File: config.mk
export PLATFORM = sky130hd
export DESIGN_NAME = hpid_top
export DESIGN_NICKNAME = d
export VERILOG_FILES = /design/src/hpid_pkg.sv /design/src/hpid_stream_if.sv /design/src/hpid_fifo.sv /design/src/hpid_sync.sv /design/src/hpid_top.sv
export SDC_FILE = /design/constraint.sdc
export NUM_CORES = 1
export LEC_CHECK = 0
export BUFFER_PORTS_ARGS = -buffer_cell sky130_fd_sc_hd__buf_4
export CAP_MARGIN = 20
export CORE_ASPECT_RATIO = 1.5
export CORE_UTILIZATION = 52
export DETAILED_ROUTE_END_ITERATION = 10
export PLACE_DENSITY = 0.76
export SLEW_MARGIN = 20
export SYNTH_ARGS = -nofsm -noshare
export SYNTH_HDL_FRONTEND = slang
export SYNTH_SLANG_ARGS = --single-unit
export TNS_END_PERCENT = 1
File: constraint.sdc
create_clock -name ref_clk -period 2.8 [get_ports ref_clk]
set_input_delay 0.14 -clock ref_clk [delete_from_list [all_inputs] [get_ports ref_clk]]
set_output_delay 0.14 -clock ref_clk [all_outputs]
set_load 0.01 [all_outputs]
File: src/hpid_pkg.sv
// constants, field positions and types for the host port inbound dma block
package hpid_pkg;
  // ********************
  // register offsets
  // ********************
  localparam logic [2:0] ICR_OFS = 3'h0;
  localparam logic [2:0] CMD_OFS = 3'h1;
  localparam logic [2:0] STAT_OFS = 3'h2;
  localparam logic [2:0] VEC_OFS = 3'h3;
  localparam logic [2:0] HIGH_OFS = 3'h6;
  localparam logic [2:0] LOW_OFS = 3'h7;
  // ********************
  // field positions
  // ********************
  localparam int ICR_RREQ = 0;
  localparam int ICR_TREQ = 1;
  localparam int ICR_HM0 = 5;
  localparam int ICR_HM1 = 6;
  localparam int ICR_INIT = 7;
  localparam int CMD_HC = 7;
  // ********************
  // reset values and sizes
  // ********************
  localparam logic [7:0] VEC_RST = 8'h0f;
  localparam logic [7:0] ICR_RST = 8'h00;
  localparam logic [1:0] CNT_LAST = 2'h3;
  localparam int BUF_DEPTH = 2;
  localparam int WORD_W = 16;
  typedef enum logic [1:0] {
    HPID_IRQ_MODE = 2'b00,
    HPID_ILLEGAL = 2'b01,
    HPID_DMA16 = 2'b10,
    HPID_DMA8 = 2'b11
  } hpid_mode_type;
  typedef enum logic [0:0] {
    HS_READY = 1'b0,
    HS_WAIT_RELEASE = 1'b1
  } hpid_hs_type;
endpackage : hpid_pkg

File: src/hpid_stream_if.sv
// valid/ready word carrier between the port and its receive buffer
`timescale 1ns/1ns
interface hpid_stream_if #(parameter int W = 16);
  logic valid;
  logic ready;
  logic [W-1:0] data;
  modport src(output valid, output data, input ready);
  modport snk(input valid, input data, output ready);
endinterface : hpid_stream_if

File: src/hpid_fifo.sv
// shift-register buffer, head entry always at index zero
`timescale 1ns/1ns
module hpid_fifo #(
  parameter int W = 16,
  parameter int DEPTH = 2
) (
  input wire logic ref_clk,
  input wire logic rstn,
  hpid_stream_if.snk in_s,
  hpid_stream_if.src out_s
);
  localparam int CW = $clog2(DEPTH + 1);
  logic [W-1:0] mem_q [DEPTH];
  logic [CW-1:0] count_q;
  logic push;
  logic pop;
  logic [CW-1:0] wr_idx;
  assign in_s.ready = (count_q != CW'(DEPTH));
  assign out_s.valid = (count_q != '0);
  assign out_s.data = mem_q[0];
  assign push = in_s.valid && in_s.ready;
  assign pop = out_s.valid && out_s.ready;
  assign wr_idx = count_q - CW'(pop);
  always_ff @(posedge ref_clk or negedge rstn) begin
    if (!rstn) begin
      count_q <= '0;
    end else begin
      count_q <= count_q + CW'(push) - CW'(pop);
    end
  end
  always_ff @(posedge ref_clk or negedge rstn) begin
    if (!rstn) begin
      for (int i = 0; i < DEPTH; i++) begin
        mem_q[i] <= '0;
      end
    end else begin
      for (int i = 0; i < DEPTH; i++) begin
        if (push && CW'(i) == wr_idx) begin
          mem_q[i] <= in_s.data;
        end else if (pop && i < DEPTH - 1) begin
          mem_q[i] <= mem_q[i + 1];
        end
      end
    end
  end
endmodule : hpid_fifo

File: src/hpid_sync.sv
// two flip-flop synchroniser for pins
`timescale 1ns/1ns
module hpid_sync #(
  parameter int W = 1,
  parameter logic [W-1:0] RST = '0
) (
  input wire logic ref_clk,
  input wire logic rstn,
  input wire logic [W-1:0] d,
  output logic [W-1:0] q
);
  logic [W-1:0] meta_q;
  always_ff @(posedge ref_clk or negedge rstn) begin
    if (!rstn) begin
      meta_q <= RST;
      q <= RST;
    end else begin
      meta_q <= d;
      q <= meta_q;
    end
  end
endmodule : hpid_sync

File: src/hpid_top.sv
// host port: status, vector, request pin and host-to-core dma
// Operation
// - status bit 5 always reads zero
// - status bit 6 is one when either mode bit is set
// - status bit 7 mirrors the request pin
// - request asserts on enabled receive-full or enabled transmit-empty
// - reset clears the request status and releases the pin
// - vector register is 8-bit, host read/write, not core-visible
// - vector driven on data lines when request and acknowledge meet, dma off
// - reset loads vector with 0f
// - host command clears on core acknowledge; others on register access
// - dma transfers select registers from the address counter
// - dma moves 8-bit or 16-bit words chosen by mode bits
// - host-to-core dma requests while transmit-empty is one and the handshake is ready with acknowledge released
// - acknowledge latches data into selected byte and drops request
// - before last byte: step counter, await acknowledge release
// - after last byte: reload counter, move pair to core when room
// - core exception follows receive-full; clears once core reads empty the buffer
// - requesting resumes by itself; exception ignores the handshake
// - dma forces top select bit one, counter gives low bits
// - transmit-empty clears on low byte write, sets on hand-off
// - in dma, acknowledge is transfer acknowledge, no host interrupts
`timescale 1ns/1ns
module hpid_top (
  input wire logic ref_clk,
  input wire logic rstn,
  input wire logic [2:0] host_addr,
  input wire logic host_rw,
  input wire logic host_enable_n,
  input wire logic [7:0] host_data_in,
  output logic [7:0] host_data_out,
  output logic host_data_oe,
  input wire logic host_acknowledge_in_n,
  output logic host_request_out_n,
  input wire logic core_receive_read,
  output logic [hpid_pkg::WORD_W-1:0] core_receive_reg,
  output logic core_receive_full,
  output logic host_receive_exception,
  input wire logic core_tx_write,
  input wire logic [hpid_pkg::WORD_W-1:0] core_tx_data,
  output logic core_transmit_empty,
  input wire logic [1:0] core_host_flags,
  input wire logic core_int_ack,
  output logic host_command_irq
);
  import hpid_pkg::*;
  // ********************
  // pin synchronisers
  // ********************
  logic [2:0] addr_s;
  logic rw_s;
  logic en_s;
  logic ack_s;
  logic [7:0] data_s;
  logic en_d_q;
  logic ack_d_q;
  hpid_sync #(.W(14), .RST(14'h0)) u_sync (
    .ref_clk(ref_clk),
    .rstn(rstn),
    .d({host_addr, host_rw, ~host_enable_n, ~host_acknowledge_in_n, host_data_in}),
    .q({addr_s, rw_s, en_s, ack_s, data_s})
  );
  always_ff @(posedge ref_clk or negedge rstn) begin
    if (!rstn) begin
      en_d_q <= 1'b0;
      ack_d_q <= 1'b0;
    end else begin
      en_d_q <= en_s;
      ack_d_q <= ack_s;
    end
  end
  // ********************
  // decode
  // ********************
  logic [7:0] icr_q;
  logic [7:0] vec_q;
  logic hc_q;
  logic [7:0] tx_byte_high_q;
  logic [7:0] tx_byte_low_q;
  logic [7:0] rx_byte_high_q;
  logic [7:0] rx_byte_low_q;
  logic transmit_empty_flag_q;
  logic receive_full_flag_q;
  logic [1:0] cnt_q;
  logic req_q;
  logic exc_q;
  logic cte_q;
  logic [7:0] dout_q;
  logic oe_q;
  hpid_hs_type hs_q;
  hpid_mode_type mode;
  logic hm_any;
  logic irq_mode;
  logic dma_h2c;
  logic acc_start;
  logic wr_start;
  logic rd_start;
  logic ack_rise;
  logic dma_take;
  logic init_go;
  logic [2:0] dma_sel;
  logic push_ok;
  logic [7:0] status;
  logic [7:0] rd_mux;
  assign mode = hpid_mode_type'({icr_q[ICR_HM1], icr_q[ICR_HM0]});
  assign hm_any = icr_q[ICR_HM1] | icr_q[ICR_HM0];
  assign irq_mode = (mode == HPID_IRQ_MODE);
  assign dma_h2c = icr_q[ICR_HM1] & icr_q[ICR_TREQ];
  assign acc_start = en_s & ~en_d_q;
  assign wr_start = acc_start & ~rw_s;
  assign rd_start = acc_start & rw_s;
  assign ack_rise = ack_s & ~ack_d_q;
  assign dma_take = dma_h2c & ack_rise & (hs_q == HS_READY);
  assign init_go = wr_start & (addr_s == ICR_OFS) & data_s[ICR_INIT];
  assign dma_sel = {1'b1, cnt_q};
  // ********************
  // receive buffer toward the core
  // ********************
  hpid_stream_if #(.W(WORD_W)) to_buf ();
  hpid_stream_if #(.W(WORD_W)) from_buf ();
  assign to_buf.valid = ~transmit_empty_flag_q;
  assign to_buf.data = {tx_byte_high_q, tx_byte_low_q};
  assign push_ok = to_buf.valid & to_buf.ready;
  assign from_buf.ready = core_receive_read;
  hpid_fifo #(.W(WORD_W), .DEPTH(BUF_DEPTH)) u_buf (
    .ref_clk(ref_clk),
    .rstn(rstn),
    .in_s(to_buf),
    .out_s(from_buf)
  );
  assign core_receive_reg = from_buf.data;
  assign core_receive_full = from_buf.valid;
  // ********************
  // control register and mode bits
  // ********************
  always_ff @(posedge ref_clk or negedge rstn) begin
    if (!rstn) begin
      icr_q <= ICR_RST;
    end else if (wr_start && addr_s == ICR_OFS) begin
      icr_q <= {1'b0, data_s[6:0]};
    end
  end
  // ********************
  // vector register
  // ********************
  always_ff @(posedge ref_clk or negedge rstn) begin
    if (!rstn) begin
      vec_q <= VEC_RST;
    end else if (wr_start && addr_s == VEC_OFS) begin
      vec_q <= data_s;
    end
  end
  // ********************
  // host command toward the core
  // ********************
  always_ff @(posedge ref_clk or negedge rstn) begin
    if (!rstn) begin
      hc_q <= 1'b0;
    end else if (wr_start && addr_s == CMD_OFS) begin
      hc_q <= data_s[CMD_HC];
    end else if (core_int_ack) begin
      hc_q <= 1'b0;
    end
  end
  assign host_command_irq = hc_q;
  // ********************
  // transmit byte pair
  // ********************
  always_ff @(posedge ref_clk or negedge rstn) begin
    if (!rstn) begin
      tx_byte_high_q <= 8'h00;
      tx_byte_low_q <= 8'h00;
    end else if (dma_take) begin
      if (dma_sel == HIGH_OFS) begin
        tx_byte_high_q <= data_s;
      end else if (dma_sel == LOW_OFS) begin
        tx_byte_low_q <= data_s;
      end
    end else if (wr_start && addr_s == HIGH_OFS) begin
      tx_byte_high_q <= data_s;
    end else if (wr_start && addr_s == LOW_OFS) begin
      tx_byte_low_q <= data_s;
    end
  end
  // ********************
  // transmit-empty flag, set wins
  // ********************
  logic low_write;
  assign low_write = (dma_take && dma_sel == LOW_OFS) || (wr_start && addr_s == LOW_OFS);
  always_ff @(posedge ref_clk or negedge rstn) begin
    if (!rstn) begin
      transmit_empty_flag_q <= 1'b1;
    end else if (push_ok || (init_go && data_s[ICR_TREQ])) begin
      transmit_empty_flag_q <= 1'b1;
    end else if (low_write) begin
      transmit_empty_flag_q <= 1'b0;
    end
  end
  // ********************
  // receive byte pair from the core
  // ********************
  always_ff @(posedge ref_clk or negedge rstn) begin
    if (!rstn) begin
      rx_byte_high_q <= 8'h00;
      rx_byte_low_q <= 8'h00;
    end else if (core_tx_write && !receive_full_flag_q) begin
      rx_byte_high_q <= core_tx_data[15:8];
      rx_byte_low_q <= core_tx_data[7:0];
    end
  end
  always_ff @(posedge ref_clk or negedge rstn) begin
    if (!rstn) begin
      receive_full_flag_q <= 1'b0;
    end else if (core_tx_write && !receive_full_flag_q) begin
      receive_full_flag_q <= 1'b1;
    end else if ((rd_start && addr_s == LOW_OFS) || (init_go && data_s[ICR_RREQ])) begin
      receive_full_flag_q <= 1'b0;
    end
  end
  always_ff @(posedge ref_clk or negedge rstn) begin
    if (!rstn) begin
      cte_q <= 1'b1;
    end else begin
      cte_q <= ~receive_full_flag_q & ~(core_tx_write & ~receive_full_flag_q);
    end
  end
  assign core_transmit_empty = cte_q;
  // ********************
  // dma address counter and handshake
  // ********************
  always_ff @(posedge ref_clk or negedge rstn) begin
    if (!rstn) begin
      cnt_q <= 2'h0;
    end else if (init_go) begin
      cnt_q <= {data_s[ICR_HM1], data_s[ICR_HM0]};
    end else if (dma_take) begin
      if (cnt_q != CNT_LAST) begin
        cnt_q <= cnt_q + 2'h1;
      end else begin
        cnt_q <= {icr_q[ICR_HM1], icr_q[ICR_HM0]};
      end
    end
  end
  always_ff @(posedge ref_clk or negedge rstn) begin
    if (!rstn) begin
      hs_q <= HS_READY;
    end else begin
      case (hs_q)
        HS_READY: begin
          if (dma_take) begin
            hs_q <= HS_WAIT_RELEASE;
          end
        end
        HS_WAIT_RELEASE: begin
          if (!ack_s) begin
            hs_q <= HS_READY;
          end
        end
        default: begin
          hs_q <= HS_READY;
        end
      endcase
    end
  end
  // ********************
  // request pin
  // ********************
  logic req_d;
  always_comb begin
    req_d = 1'b0;
    if (irq_mode) begin
      req_d = (receive_full_flag_q & icr_q[ICR_RREQ]) |
              (transmit_empty_flag_q & icr_q[ICR_TREQ]);
    end else if (dma_h2c) begin
      req_d = transmit_empty_flag_q & (hs_q == HS_READY) & ~ack_s;
    end
  end
  always_ff @(posedge ref_clk or negedge rstn) begin
    if (!rstn) begin
      req_q <= 1'b0;
    end else begin
      req_q <= req_d;
    end
  end
  assign host_request_out_n = ~req_q;
  // ********************
  // core exception
  // ********************
  always_ff @(posedge ref_clk or negedge rstn) begin
    if (!rstn) begin
      exc_q <= 1'b0;
    end else begin
      exc_q <= from_buf.valid;
    end
  end
  assign host_receive_exception = exc_q;
  // ********************
  // host read data
  // ********************
  assign status = {req_q, hm_any, 1'b0, core_host_flags,
                   transmit_empty_flag_q & ~from_buf.valid,
                   transmit_empty_flag_q, receive_full_flag_q};
  always_comb begin
    case (addr_s)
      ICR_OFS: rd_mux = icr_q;
      CMD_OFS: rd_mux = {hc_q, 7'h00};
      STAT_OFS: rd_mux = status;
      VEC_OFS: rd_mux = vec_q;
      HIGH_OFS: rd_mux = rx_byte_high_q;
      LOW_OFS: rd_mux = rx_byte_low_q;
      default: rd_mux = 8'h00;
    endcase
  end
  always_ff @(posedge ref_clk or negedge rstn) begin
    if (!rstn) begin
      dout_q <= 8'h00;
      oe_q <= 1'b0;
    end else if (req_q && ack_s && !hm_any) begin
      dout_q <= vec_q;
      oe_q <= 1'b1;
    end else begin
      dout_q <= rd_mux;
      oe_q <= en_s & rw_s;
    end
  end
  assign host_data_out = dout_q;
  assign host_data_oe = oe_q;
endmodule : hpid_top

==> results.cfg <==
[clock_tree]
cts_buffer_depth = 2
clockRootBuffer = clkbuf_16
cts_resized = 0
clkTransAtPathRegs_ns = 0.05
cts_tree = yes
clock_sinks = 129
clk_latency_ns = 0.41
post_cts_buffers = 0
cts_made_buffers = 17
cts.htree.levels = 4

[worst_setup_path]
start_kind = flip-flop
regToRegSetupSlack_ns = 0.57
r2r-end = u_buf.mem_q[9]
cp_data_required_time_ns = 3.09
cp_max_fo = 16
cp_data_arrival_time_ns = 2.52
r2r_start = u_buf.count_q[1]
cp-end-kind = flip-flop
ff2ff_path_depth = 9
critPathKind = reg -> reg

[floorplanning]
start_util_pct = 53.72
num_rows = 44
core-area_mm2 = 0.009689
io_pins = 67
die_h_um = 124.5
die_w_um = 83.69
die_area_mm2 = 0.01042

[yosys]
avgSynthCellArea_um2 = 13.28
synthCells = 392
ys_types = 43
ys.flop_type = dfrtp_1
yosysTopAreaCell = dfrtp_1
synth_area_leaders = dfrtp_1 59%, mux2_2 13%, mux2i_1 5.0%
synth-edff-count = 0
ys_seq_elements = 129
yosysSeqAreaShare_pct = 62.16
synth_top_area_share_pct = 59.13
synth_async_sr_flop_share_pct = 100.0
ys_warn_count = 0
synth.most_common_cell = dfrtp_1
syn-num-nets = 433
synth_area_mm2 = 0.005205
synth_common_cells = 123 x dfrtp_1, 60 x mux2_2, 30 x nor2_1

[drt]
drtIter0Drc = 213
via_per_inst = 5.422
remaining_drc_errors = 0
wl_per_cell_um = 16.44
dr_total_vias = 3340
ant_nets = 0
drtPass1Iterations = 4
drt_wl_total_mm = 10.13

[global_route]
grt_pass1_vias = 3529
antenna_found_initial = 0
grt_start_max_net_pins = 74
gr-total-overflow = 0
grt_pass1_wl_mm = 17.12
globalRouteTotalUtil_pct = 21.59

[power_and_ir_drop]
max-vdd-ir-drop_mv = 0.6086
total_power_uw = 6340
power.density_mw_per_mm2 = 949.2
p_leak_uw = 0.003245

[min_path]
worstHoldEndpoint = host_data_out[3]
hp-class = in -> reg
whs_path_depth = 5
holdCritStartpoint = core_host_flags[0]

[place]
gp_congestion = 0.8905
portBuffers = 66
place_area_mm2 = 0.005727
dp.final_hpwl_mm = 6.690

[timing]
setup_viol = 0
worst_slew_pin_slew_ns = 0.8953
skew_ns = 0.008763
min_period_ns = 2.232
rsz0062_at_grt = false
hold_viol = 0
fmax_ghz = 0.4480
fin_setup_tns_ns = 0
finalMaxSlewViolations = 0
finalCritPeriodShare_pct = 79.72
fin_worst_hold_slack_ns = 0.2008
slew_headroom_pct = 40.31

[final_layout]
area_growth_pct = 28.32
diodes = 0
design_area_mm2 = 0.006679
layout.nets = 529
drive_gt1_share_pct = 34.93

[run_status]
status = complete, no violations

[flow_run]
maxCapViolCount = 0
==> cells by family (layout without fill, tap and decap cells) <==
family	after synthesis	in the layout	synth area share [%]
fa+ha+maj	4	4	0.9616
xor+xnor	2	2	0.3366
flops	129	129	62.16
simple gates	77	77	7.140
buf+inv	42	151	4.375
compound gates	48	48	5.745
mux	90	90	19.28
==> flip-flops by register name, summed over array words and instances, names as in the netlist, 14 cells and up <==
name / flops
u_buf.mem_q: 16
u_buf.out_s.data: 16
u_sync.meta_q: 14
u_sync.q: 14
==> cell usage in the layout (no fill, tap or decap), types with 3 or more instances in the layout <==
master         synthesis  layout
a22o_1                 3       3
mux2i_1               26      26
buf_4                 16      74
nand3b_1               4       4
nor3b_1                3       3
clkbuf_16              0      17
dlygate4sd3_1          0      33
bufinv_16              0       3
nand3_1                7       7
clkbuf_8               0       6
a22oi_1                3       3
dfstp_2                6       6
clkbuf_1              10       5
o22ai_1                4       4
ha_1                   4       4
nor2_1                30      29
mux2_2                60      60
nand2_1               20      19
o21ai_0                7       7
inv_1                 12      12
dfrtp_1              123     123
a21oi_1               20      20
==> area by class of cell <==
| type | instances | area, um^2 |
|---|---|---|
| Fill cell | 706 | 3010 |
| Clock inverter | 4 | 95.09 |
| Sequential cell | 129 | 3236 |
| Tap cell | 115 | 143.9 |
| Multi-Input combinational cell | 221 | 1747 |
| Timing Repair Buffer | 107 | 885.9 |
| Clock buffer | 28 | 526.8 |
| Inverter | 12 | 45.04 |
==> power breakdown <==
part / total (uW) / internal [uW] / leakage, uW / switching [uW]
Clock: 2270 / 1540 / 0.000305 / 731
Combinational: 1370 / 772 / 0.00134 / 601
Sequential: 2690 / 2370 / 0.00160 / 319
Total: 6340 / 4690 / 0.00325 / 1650
==> per-layer routing <==
layer | up-vias | share of wire, % | GRT usage, %
li1 | 1548 | - | -
met2 | 101 | 53 | 36.68
met5 | - | 0 | 0
met3 | 27 | 4.2 | 6.097
met4 | 0 | 3.2 | 11.17
met1 | 1664 | 39 | 24.59
==> per-stage QoR <==
step / utilization (%) / setup WS (ns) / cells
floorplan: - / 0.01492 / 392
global placement: 59.10 / 0.6942 / 551
detailed placement: 59.10 / 0.6096 / 551
CTS: 68.93 / 0.5814 / 616
global route: 68.93 / 0.4158 / 616
finish: 68.93 / 0.5679 / 616
==> worst max-delay path, cell delays in order, from the launching register on <==
cell     delay [ns]
dfrtp_1        0.42
or2_2          0.37
nand2_2        0.10
inv_1          0.05
ha_1           0.23
nor2_1         0.14
o21ai_0        0.11
nor2_2         0.09
buf_4          0.24
mux2_2         0.36
==> what timing repair did <==
item | in CTS | in global routing
endpoints found under the hold margin | 97 | 0
endpoints found under the setup margin | 0 | 0
hold buffers | 33 | 0
==> worst max-delay path by stage <==
stage | startpoint | end | slack (ns) | depth (start not counted)
5_1_grt | u_buf.count_q[1] | u_buf.mem_q[9] | 0.42 | 9
3_3_place_gp | u_buf.count_q[1] | u_buf.mem_q[4] | 0.69 | 9
3_5_place_dp | u_buf.count_q[1] | u_buf.mem_q[9] | 0.61 | 9
2_1_floorplan | u_buf.count_q[1] | u_buf.mem_q[10] | 0.01 | 11
6_report | u_buf.count_q[1] | u_buf.mem_q[9] | 0.57 | 9
4_1_cts | u_buf.count_q[1] | u_buf.mem_q[0] | 0.58 | 9
(Power assumes the default switching activity.)
